--- src/include/tmr_defines.vh ---
// register map, field positions, reset values and counts for the 16-bit timer
`ifndef TMR_DEFINES_VH
`define TMR_DEFINES_VH
`define TMR_ADDR_CTRL_TWO    4'h1
`define TMR_ADDR_CTRL_ONE    4'h2
`define TMR_ADDR_STATUS      4'h3
`define TMR_ADDR_CAP1_HI     4'h4
`define TMR_ADDR_CAP1_LO     4'h5
`define TMR_ADDR_CNT_HI      4'h8
`define TMR_ADDR_CNT_LO      4'h9
`define TMR_ADDR_SHD_HI      4'ha
`define TMR_ADDR_SHD_LO      4'hb
`define TMR_ADDR_CAP2_HI     4'hc
`define TMR_ADDR_CAP2_LO     4'hd
`define TMR_CNT_RESET        16'hfffc
`define TMR_CNT_MAX          16'hffff
`define TMR_CR1_OVF_IE       7
`define TMR_CR1_CAP_IE       6
`define TMR_CR1_CAP1_EDGE    1
`define TMR_CR2_OPM          5
`define TMR_CR2_PWM          4
`define TMR_CR2_CC_HI        3
`define TMR_CR2_CC_LO        2
`define TMR_CR2_CAP2_EDGE    1
`define TMR_CR2_EXT_EDGE     0
`define TMR_SR_CAP1          7
`define TMR_SR_OVF           5
`define TMR_SR_CAP2          4
`define TMR_CC_DIV2          2'b00
`define TMR_CC_DIV4          2'b01
`define TMR_CC_DIV8          2'b10
`define TMR_CC_EXT           2'b11
`endif

--- src/rtl/tmr_edge_detect.v ---
// synchroniser and selectable edge detector for one input pin
`timescale 1ns/10ps
module tmr_edge_detect (
    // clock and reset
    input  wire clock,
    input  wire resetn,
    // pin and edge choice, 1 selects rising
    input  wire pin,
    input  wire rising_sel,
    // one-cycle pulse on the selected edge
    output reg  edge_pulse
);
    reg  sync1_reg;
    reg  sync2_reg;
    reg  last_reg;
    wire seen;

    // samples on the falling edge of the cpu clock
    always @(negedge clock or negedge resetn) begin
        if (!resetn) begin
            sync1_reg <= 1'b0;
        end else begin
            sync1_reg <= pin;
        end
    end

    always @(posedge clock or negedge resetn) begin
        if (!resetn) begin
            sync2_reg <= 1'b0;
            last_reg  <= 1'b0;
        end else begin
            sync2_reg <= sync1_reg;
            last_reg  <= sync2_reg;
        end
    end

    assign seen = rising_sel ? (sync2_reg & ~last_reg) : (~sync2_reg & last_reg);

    always @(posedge clock or negedge resetn) begin
        if (!resetn) begin
            edge_pulse <= 1'b0;
        end else begin
            edge_pulse <= seen;
        end
    end
endmodule

--- src/rtl/tmr_prescaler.v ---
// prescaler that yields one count tick per selected timer clock period
`timescale 1ns/10ps
`include "tmr_defines.vh"
module tmr_prescaler (
    // clock and reset
    input  wire       clock,
    input  wire       resetn,
    // selection, freeze and restart
    input  wire [1:0] clock_select_field,
    input  wire       freeze,
    input  wire       restart,
    input  wire       ext_tick,
    // count enable pulse
    output reg        tick
);
    reg  [2:0] div_reg;
    wire [2:0] div_next;
    reg        hit;

    assign div_next = restart ? 3'h0 : (freeze ? div_reg : div_reg + 3'h1);

    always @* begin
        case (clock_select_field)
            `TMR_CC_DIV2: hit = (div_reg[0] == 1'b1);
            `TMR_CC_DIV4: hit = (div_reg[1:0] == 2'h3);
            `TMR_CC_DIV8: hit = (div_reg == 3'h7);
            default:      hit = ext_tick;
        endcase
    end

    always @(posedge clock or negedge resetn) begin
        if (!resetn) begin
            div_reg <= 3'h0;
            tick    <= 1'b0;
        end else begin
            div_reg <= div_next;
            tick    <= hit & ~freeze & ~restart;
        end
    end
endmodule

--- src/rtl/tmr_timer16.v ---
// 16-bit free-running timer with prescaler, external clock and two input captures
//
// How it works
// RULE_01: count rate from cpu/2, /4, /8 or external
// RULE_02: 16-bit up-counter read as high and low bytes
// RULE_03: writing either low byte reloads fffc
// RULE_04: reset value and only reload is fffc
// RULE_05: shadow low byte never clears overflow flag
// RULE_06: high read freezes low byte until low read
// RULE_07: lone low read returns live low byte
// RULE_08: overflow flag set on ffff to 0000 wrap
// RULE_09: overflow request needs flag, enable, clear mask
// RULE_10: overflow clears via status read then low access
// RULE_11: runs in wait, freezes in halt
// RULE_12: clock field 11 picks external clock
// RULE_13: edge bit picks external clock polarity
// RULE_14: external edges synchronised on cpu falling edge
// RULE_15: external clock under a quarter cpu rate
// RULE_16: capture latches count on active edge
// RULE_17: each capture channel has own edge bit
// RULE_18: capture sets flag, shared enable requests interrupt
// RULE_19: capture flag clears via status then low access
// RULE_20: capture high read blocks captures until low read
// RULE_21: pulse or pwm mode leaves only channel two
// RULE_22: capture pins always feed the timer
// RULE_23: all conditions merge into one request
`timescale 1ns/10ps
`include "tmr_defines.vh"
module tmr_timer16 (
    // clock and reset
    input  wire       clock,
    input  wire       resetn,
    // register port
    input  wire [3:0] reg_addr,
    input  wire [7:0] reg_wdata,
    input  wire       reg_write,
    input  wire       reg_read,
    output reg  [7:0] reg_rdata,
    // pins
    input  wire       ext_clock_input,
    input  wire       capture_input_one,
    input  wire       capture_input_two,
    // power modes and cpu mask
    input  wire       halt_mode,
    input  wire       cpu_irq_mask,
    // interrupt request
    output reg        timer_irq
);
    reg  [15:0] count_reg;
    reg  [15:0] count_next;
    reg  [7:0]  low_buf_reg;
    reg         low_buf_valid_reg;
    reg  [7:0]  control_register_one;
    reg  [7:0]  control_register_two;
    reg  [15:0] capture_one_value;
    reg  [15:0] capture_two_value;
    reg         overflow_flag;
    reg         cap1_flag_reg;
    reg         cap2_flag_reg;
    reg         ovf_armed_reg;
    reg         cap1_armed_reg;
    reg         cap2_armed_reg;
    reg         cap1_block_reg;
    reg         cap2_block_reg;
    reg  [7:0]  rdata_next;
    wire        tick;
    wire        ext_edge;
    wire        cap1_edge;
    wire        cap2_edge;
    wire        wr_cnt_lo;
    wire        wr_shd_lo;
    wire        rd_status;
    wire        acc_cnt_lo;
    wire        acc_cap1_lo;
    wire        acc_cap2_lo;
    wire        rd_cnt_hi;
    wire        rd_cnt_lo;
    wire        rd_cap1_hi;
    wire        rd_cap2_hi;
    wire        wrap;
    wire        one_pulse_mode;
    wire        pwm_mode;
    wire        cap1_take;
    wire        cap2_take;
    wire        irq_next;

    function hit;
        input       strobe;
        input [3:0] addr;
        input [3:0] want;
        begin
            hit = strobe & (addr == want);
        end
    endfunction

    assign wr_cnt_lo   = hit(reg_write, reg_addr, `TMR_ADDR_CNT_LO);
    assign wr_shd_lo   = hit(reg_write, reg_addr, `TMR_ADDR_SHD_LO);
    assign rd_status   = hit(reg_read, reg_addr, `TMR_ADDR_STATUS);
    assign rd_cnt_hi   = hit(reg_read, reg_addr, `TMR_ADDR_CNT_HI) | hit(reg_read, reg_addr, `TMR_ADDR_SHD_HI);
    assign rd_cnt_lo   = hit(reg_read, reg_addr, `TMR_ADDR_CNT_LO) | hit(reg_read, reg_addr, `TMR_ADDR_SHD_LO);
    assign acc_cnt_lo  = hit(reg_read | reg_write, reg_addr, `TMR_ADDR_CNT_LO); // RULE_05
    assign acc_cap1_lo = hit(reg_read | reg_write, reg_addr, `TMR_ADDR_CAP1_LO);
    assign acc_cap2_lo = hit(reg_read | reg_write, reg_addr, `TMR_ADDR_CAP2_LO);
    assign rd_cap1_hi  = hit(reg_read, reg_addr, `TMR_ADDR_CAP1_HI);
    assign rd_cap2_hi  = hit(reg_read, reg_addr, `TMR_ADDR_CAP2_HI);

    assign one_pulse_mode = control_register_two[`TMR_CR2_OPM];
    assign pwm_mode       = control_register_two[`TMR_CR2_PWM];

    // external clock edge, sampled on the falling cpu edge
    tmr_edge_detect u_ext_edge (
        .clock      (clock),
        .resetn     (resetn),
        .pin        (ext_clock_input),
        .rising_sel (control_register_two[`TMR_CR2_EXT_EDGE]),
        .edge_pulse (ext_edge)
    ); // RULE_13 RULE_14

    // capture pins are never gated by pin direction
    tmr_edge_detect u_cap1_edge (
        .clock      (clock),
        .resetn     (resetn),
        .pin        (capture_input_one),
        .rising_sel (control_register_one[`TMR_CR1_CAP1_EDGE]),
        .edge_pulse (cap1_edge)
    ); // RULE_17 RULE_22

    tmr_edge_detect u_cap2_edge (
        .clock      (clock),
        .resetn     (resetn),
        .pin        (capture_input_two),
        .rising_sel (control_register_two[`TMR_CR2_CAP2_EDGE]),
        .edge_pulse (cap2_edge)
    ); // RULE_17 RULE_22

    // faster external clocks lose edges in the synchroniser
    tmr_prescaler u_presc (
        .clock              (clock),
        .resetn             (resetn),
        .clock_select_field (control_register_two[`TMR_CR2_CC_HI:`TMR_CR2_CC_LO]),
        .freeze             (halt_mode),
        .restart            (wr_cnt_lo | wr_shd_lo),
        .ext_tick           (ext_edge),
        .tick               (tick)
    ); // RULE_01 RULE_11 RULE_12 RULE_15

    assign wrap = tick & (count_reg == `TMR_CNT_MAX); // RULE_08

    always @* begin
        count_next = count_reg;
        if (wr_cnt_lo | wr_shd_lo) begin
            count_next = `TMR_CNT_RESET; // RULE_03
        end else if (tick) begin
            count_next = count_reg + 16'h0001; // RULE_02
        end
    end

    // channel one captures nothing in one-pulse and pwm modes
    assign cap1_take = cap1_edge & ~cap1_block_reg & ~one_pulse_mode & ~pwm_mode; // RULE_21 RULE_20
    assign cap2_take = cap2_edge & ~cap2_block_reg; // RULE_20

    always @(posedge clock or negedge resetn) begin
        if (!resetn) begin
            count_reg <= `TMR_CNT_RESET; // RULE_04
        end else begin
            count_reg <= count_next;
        end
    end

    // byte read buffer
    always @(posedge clock or negedge resetn) begin
        if (!resetn) begin
            low_buf_reg       <= 8'h00;
            low_buf_valid_reg <= 1'b0;
        end else if (rd_cnt_hi) begin
            if (!low_buf_valid_reg) begin
                low_buf_reg <= count_reg[7:0]; // RULE_06
            end
            low_buf_valid_reg <= 1'b1;
        end else if (rd_cnt_lo) begin
            low_buf_valid_reg <= 1'b0; // RULE_07
        end
    end

    // control registers
    always @(posedge clock or negedge resetn) begin
        if (!resetn) begin
            control_register_one <= 8'h00;
            control_register_two <= 8'h00;
        end else begin
            if (hit(reg_write, reg_addr, `TMR_ADDR_CTRL_ONE)) begin
                control_register_one <= reg_wdata;
            end
            if (hit(reg_write, reg_addr, `TMR_ADDR_CTRL_TWO)) begin
                control_register_two <= reg_wdata;
            end
        end
    end

    // captures and their read interlocks
    always @(posedge clock or negedge resetn) begin
        if (!resetn) begin
            capture_one_value <= 16'h0000;
            capture_two_value <= 16'h0000;
            cap1_block_reg    <= 1'b0;
            cap2_block_reg    <= 1'b0;
        end else begin
            if (cap1_take) begin
                capture_one_value <= count_reg; // RULE_16
            end
            if (cap2_take) begin
                capture_two_value <= count_reg; // RULE_16
            end
            if (rd_cap1_hi) begin
                cap1_block_reg <= 1'b1; // RULE_20
            end else if (hit(reg_read, reg_addr, `TMR_ADDR_CAP1_LO)) begin
                cap1_block_reg <= 1'b0;
            end
            if (rd_cap2_hi) begin
                cap2_block_reg <= 1'b1; // RULE_20
            end else if (hit(reg_read, reg_addr, `TMR_ADDR_CAP2_LO)) begin
                cap2_block_reg <= 1'b0;
            end
        end
    end

    // two-step flag clear; a new event in the clearing cycle wins
    always @(posedge clock or negedge resetn) begin
        if (!resetn) begin
            overflow_flag  <= 1'b0;
            cap1_flag_reg  <= 1'b0;
            cap2_flag_reg  <= 1'b0;
            ovf_armed_reg  <= 1'b0;
            cap1_armed_reg <= 1'b0;
            cap2_armed_reg <= 1'b0;
        end else begin
            if (wrap) begin
                overflow_flag <= 1'b1; // RULE_08
            end else if (ovf_armed_reg & acc_cnt_lo) begin
                overflow_flag <= 1'b0; // RULE_10
            end
            if (cap1_take) begin
                cap1_flag_reg <= 1'b1; // RULE_18
            end else if (cap1_armed_reg & acc_cap1_lo) begin
                cap1_flag_reg <= 1'b0; // RULE_19
            end
            if (cap2_take) begin
                cap2_flag_reg <= 1'b1; // RULE_18
            end else if (cap2_armed_reg & acc_cap2_lo) begin
                cap2_flag_reg <= 1'b0; // RULE_19
            end
            if (rd_status) begin
                ovf_armed_reg  <= overflow_flag; // RULE_10
                cap1_armed_reg <= cap1_flag_reg; // RULE_19
                cap2_armed_reg <= cap2_flag_reg; // RULE_19
            end else begin
                if (acc_cnt_lo) begin
                    ovf_armed_reg <= 1'b0;
                end
                if (acc_cap1_lo) begin
                    cap1_armed_reg <= 1'b0;
                end
                if (acc_cap2_lo) begin
                    cap2_armed_reg <= 1'b0;
                end
            end
        end
    end

    // read mux
    always @* begin
        rdata_next = 8'h00;
        case (reg_addr)
            `TMR_ADDR_CTRL_ONE: rdata_next = control_register_one;
            `TMR_ADDR_CTRL_TWO: rdata_next = control_register_two;
            `TMR_ADDR_STATUS:   rdata_next = {cap1_flag_reg, 1'b0, overflow_flag, cap2_flag_reg, 4'h0};
            `TMR_ADDR_CAP1_HI:  rdata_next = capture_one_value[15:8];
            `TMR_ADDR_CAP1_LO:  rdata_next = capture_one_value[7:0];
            `TMR_ADDR_CAP2_HI:  rdata_next = capture_two_value[15:8];
            `TMR_ADDR_CAP2_LO:  rdata_next = capture_two_value[7:0];
            `TMR_ADDR_CNT_HI:   rdata_next = count_reg[15:8];
            `TMR_ADDR_SHD_HI:   rdata_next = count_reg[15:8];
            `TMR_ADDR_CNT_LO:   rdata_next = low_buf_valid_reg ? low_buf_reg : count_reg[7:0]; // RULE_06 RULE_07
            `TMR_ADDR_SHD_LO:   rdata_next = low_buf_valid_reg ? low_buf_reg : count_reg[7:0]; // RULE_05
            default:            rdata_next = 8'h00;
        endcase
    end

    // request waits while the cpu mask is set, since the flags persist
    assign irq_next = ~cpu_irq_mask &
                      ((overflow_flag & control_register_one[`TMR_CR1_OVF_IE]) |
                       ((cap1_flag_reg | cap2_flag_reg) & control_register_one[`TMR_CR1_CAP_IE])); // RULE_09 RULE_18 RULE_23

    always @(posedge clock or negedge resetn) begin
        if (!resetn) begin
            reg_rdata <= 8'h00;
            timer_irq <= 1'b0;
        end else begin
            reg_rdata <= reg_read ? rdata_next : 8'h00;
            timer_irq <= irq_next;
        end
    end
endmodule

--- config.mk ---
export PLATFORM = sky130hd
export DESIGN_NAME = tmr_timer16
export DESIGN_NICKNAME = d
export VERILOG_FILES = /design/src/rtl/tmr_edge_detect.v /design/src/rtl/tmr_prescaler.v /design/src/rtl/tmr_timer16.v
export VERILOG_INCLUDE_DIRS = /design/src /design/src/include
export SDC_FILE = /design/constraint.sdc
export NUM_CORES = 1
export LEC_CHECK = 0
export BUFFER_PORTS_ARGS = -buffer_cell sky130_fd_sc_hd__buf_4
export CORE_MARGIN = 5
export CORE_UTILIZATION = 52
export DETAILED_ROUTE_END_ITERATION = 8
export PLACE_DENSITY = 0.72
export SYNTH_ARGS = -nofsm -noshare
export SYNTH_HDL_FRONTEND = slang
export SYNTH_HIERARCHICAL = 1
export SYNTH_SLANG_ARGS = --single-unit
--- constraint.sdc ---
create_clock -name clock -period 4 [get_ports clock]
set_clock_uncertainty 0.05 [all_clocks]
set_input_delay 0.2 -clock clock [delete_from_list [all_inputs] [get_ports clock]]
set_output_delay 0.2 -clock clock [all_outputs]
set_load 0.01 [all_outputs]
After elaboration in Yosys (flattened, before gate mapping)
Cells that the tools add are included.

Reductions and logical operators: 13. Eq/ne operators: 17. Bitwise gates (word level): 54. Multiplexer cells: 29. $add $sub $neg: 2.

Operators with widths (number): one-hot mux 8 bit (9 select lines) (1); AND 1 bit (35); 2-to-1 mux 16 bit (2); == test 4 bit (second input constant) (6); 2-to-1 mux 1 bit (21); nonzero test 2 bit (10); adder 16 x 1 -> 16 bit (second input constant) (1); == test 16 bit (second input constant) (1); 2-to-1 mux 8 bit (2); inverter 1 bit (13); == test 4 x 2 -> 1 bit (second input constant) (2); == test 4 x 3 -> 1 bit (second input constant) (2); 2-to-1 mux 3 bit (2); OR 1 bit (6); == test 2 bit (second input constant) (2); == test 4 x 1 -> 1 bit (second input constant) (1); OR reduction 2 bit (2); adder 3 x 1 -> 3 bit (second input constant) (1); == test 3 bit (second input constant) (1); one-hot mux 1 bit (3 select lines) (1); == test 2 x 1 -> 1 bit (second input constant) (1); logical NOT 2 bit (1); inequality test 2 x 1 -> 1 bit (second input constant) (1).

Register bits: 106.

Depth between registers and ports, before layout
Depth after elaboration: 5. Mapped depth: 6.

Modules after synthesis
Netlist, hierarchy kept.

Modules (own cells, without submodules): tmr_timer16 (area an instance 4401.7 µm², cells each 360, times used 1); tmr_edge_detect (area an instance 122.6 µm², cells each 7, times used 3); tmr_prescaler (area an instance 195.2 µm², cells each 14, times used 1).

==> flow_metrics.py <==
metrics = {
    "final_layout": {
        "final_cells": 556,
        "nNetsFinal": 446,
        "multi_input_area_sq_mm": 0.002152,
        "nFillCells": 780,
        "area_delta_synth_final_pct": 10.36,
        "drive_above_1_share_pct": 32.55,
        "antennaDiodeCount": 0,
        "register_area_sq_mm": 0.002670,
    },
    "floorplanning": {
        "start_util_pct": 53.48,
        "fp.dieW_microns": 107.7,
        "die_area_sq_mm": 0.01160,
        "die_y_microns": 107.7,
        "rows": 35,
        "io_pins": 30,
        "core_area_sq_mm": 0.009284,
    },
    "timing": {
        "holdWs_ns": 0.01883,
        "finalSetupTns_ns": 0,
        "report.final.slew_viol_count": 0,
        "rsz0062_at_grt": "no",
        "setup_ws_ns": 1.307,
        "final-hold-violation-count": 0,
        "setup_viol": 0,
        "tightest_slew_ns": 1.047,
        "slew_headroom_pct": 30.23,
    },
    "synth": {
        "ys_warn_count": 6,
        "synthCells": 395,
        "ys.flop_type": "dfrtp_1",
        "synth_edf_count": 0,
        "yosysMostFrequentCell": "dfrtp_1",
        "synth_seq_cells": 106,
        "syn_area_sq_mm": 0.004965,
        "netlist_top_cells_count": "89 x dfrtp_1, 51 x mux2_2, 26 x nand2_1",
        "ys_top_cells_by_area": "dfrtp_1 45%, mux2_2 12%, dfstp_2 7.4%",
        "synth_top_area_share_pct": 44.86,
        "synthArstFlopShare_pct": 100.0,
        "syn_nets": 419,
        "yosysSeqAreaShare_pct": 53.78,
        "ys_types": 64,
        "synth_largest_area_cell": "dfrtp_1",
        "avgSynthCellArea_sq_um": 12.57,
    },
    "worst_setup_path": {
        "crit_buf_inv": 2,
        "crit_arrival_ns": 1.19,
        "path_max_fanout": 40,
        "r2r-start": "u_cap1_edge/sync1_reg",
        "required_ns": 2.50,
        "slowest_stage": "dlygate4sd3_1",
        "worstSetupStartpointType": "input port",
        "worst_r2r_endpoint": "u_cap1_edge/sync2_reg",
        "r2r_slack_ns": 1.51,
        "worstRegToRegCells": 0,
        "cp.depth": 2,
        "cp_top_family": "buffers and inverters",
        "worst_setup_path_end_kind": "async pin",
        "cpPeakStageDelay_ns": 0.53,
        "critPathKind": "input port to async pin",
        "crit_chain": "dlygate4sd3_1, buf_4",
    },
    "min_path": {
        "min-delay-start": "reg_wdata[6]",
        "worst_hold_path.endpoint": "control_register_one[6]",
        "hold_depth": 2,
        "hold_path.class": "input port to register",
    },
    "routing": {
        "ant_nets": 0,
        "finalWirelength_microns": 10880,
        "route.detailed.drc": 0,
        "via_count": 3266,
        "routedWlPerCell_microns": 19.57,
        "vias_per_cell": 5.874,
        "dr.pass1.iters": 5,
        "drtIter0Drc": 173,
    },
    "global_routing": {
        "grt_pass1_wl_microns": 17940,
        "gr-total-overflow": 0,
        "antenna_found_initial": 0,
        "grt_max_degree": 45,
        "gr-usage-all-layers_pct": 20.17,
        "grt_pass1_vias": 3324,
    },
    "clock_tree": {
        "cts_tree": "yes",
        "clockBufferDepth": 2,
        "h-tree-depth": 3,
        "cts-resized-gates": 0,
        "cts_buffers": 9,
        "clk-insertion-delay-late_ns": 0.37,
        "clock_sinks": 106,
        "cts-root-buf": "clkbuf_8",
        "post_cts_buffers": 0,
        "cts.clk_slew.worst_paths_ns": 0.10,
    },
    "placed_design": {
        "io_buffers": 29,
        "place_congestion": 0.8480,
        "dp_hpwl_microns": 7368,
        "dp_worst_setup_slack_ns": 1.434,
        "dp.cells": 535,
    },
    "flow_run": {
        "cap_viol_max_count": 0,
    },
    "power": {
        "totalPowerFinal_w": 0.003183,
        "leakagePower_nw": 2.275,
        "ir_drop_uv": 195.3,
        "power_density_mw_per_mm2": 581.0,
    },
    "run_status": {
        "outcome": "finished, final reports clean",
    },
}
==> metrics by stage <==
| stage | util, % | instance area [sq um] |
|---|---|---|
| global route | 59.02 | 5479 |
| finish | 59.02 | 5479 |
| global placement | 56.55 | 5250 |
| CTS | 58.91 | 5469 |
| detailed placement | 56.55 | 5250 |
| floorplan | - | 4965 |
==> where the power goes <==
group / leakage [nW] / total, W / internal (W) / switching (W)
Sequential: 1.20 / 0.00178 / 0.00145 / 0.000327
Clock: 0.0806 / 0.000610 / 0.000233 / 0.000377
Combinational: 0.992 / 0.000795 / 0.000444 / 0.000352
Total: 2.27 / 0.00318 / 0.00213 / 0.00106
==> area by class of cell <==
type | instances | share of cell area, %
flip-flops and latches | 106 | 48.73
multi-input cells | 262 | 39.28
repair buffers | 38 | 5.435
well taps | 129 | 2.946
clock buffers | 10 | 2.329
clock inverters | 6 | 0.9363
inverters | 5 | 0.3425
==> per-layer routing <==
layer | track usage (%) | vias up | wire length [microns]
met4 | 6.041 | 0 | 133
met1 | 27.62 | 1669 | 4848
met2 | 32.68 | 85 | 5419
li1 | - | 1503 | -
met3 | 3.719 | 9 | 479
met5 | 0 | - | 0
==> placed cells by master, fill, tap and decap left out, types with 3 or more instances in the layout <==
| master | Yosys | layout |
|---|---|---|
| a22o_1 | 4 | 4 |
| o22ai_1 | 3 | 3 |
| nand3b_1 | 4 | 4 |
| xnor2_1 | 6 | 6 |
| clkinvlp_4 | 0 | 3 |
| a21oi_1 | 16 | 16 |
| mux2i_1 | 19 | 19 |
| nand4_1 | 3 | 3 |
| o21ai_2 | 3 | 3 |
| nor3b_1 | 3 | 3 |
| mux2_4 | 8 | 8 |
| a31oi_1 | 8 | 8 |
| dlygate4sd3_1 | 0 | 5 |
| and3_1 | 5 | 5 |
| inv_1 | 5 | 5 |
| ha_1 | 3 | 3 |
| buf_4 | 5 | 33 |
| nor2_1 | 9 | 9 |
| mux2_2 | 51 | 51 |
| nand3_1 | 10 | 10 |
| a32oi_1 | 4 | 4 |
| nand2_1 | 26 | 26 |
| xor2_1 | 3 | 3 |
| o21ai_1 | 5 | 5 |
| nand2b_1 | 5 | 5 |
| a21o_1 | 4 | 4 |
| o21ai_0 | 13 | 13 |
| nor3_1 | 5 | 5 |
| dfrtn_1 | 3 | 3 |
| dfstp_2 | 14 | 14 |
| clkbuf_8 | 0 | 9 |
| dfrtp_1 | 89 | 89 |
| nor2b_1 | 5 | 5 |
==> logic make-up (layout without fill, tap and decap cells) <==
logic type	Yosys count	in the layout	synth area share [%]
AO/OA/AOI/OAI	77	77	10.23
XOR/XNOR	9	9	1.588
adder cells (fa/ha/maj)	3	3	0.7561
buffers and inverters	27	59	2.873
flip-flops	106	106	53.78
multiplexers	80	80	18.72
AND/OR/NAND/NOR	93	93	12.05
==> timing repair <==
item	4_1_cts	5_1_grt
endpoints found under the setup margin	0	0
hold buffers	4	1
hold endpoints to repair	30	1
==> how the worst max path moves through the flow <==
stage,start,endpoint,slack [ns]
after detailed placement,resetn,u_ext_edge/sync1_reg,1.43
after CTS,resetn,u_cap2_edge/sync1_reg,1.28
final,resetn,u_cap2_edge/sync1_reg,1.31
after global placement,resetn,u_ext_edge/sync1_reg,1.45
after floorplan,u_cap1_edge/sync1_reg,u_cap1_edge/sync2_reg,1.53
after global routing,resetn,u_ext_edge/sync1_reg,1.21
(Power assumes the default switching activity.)
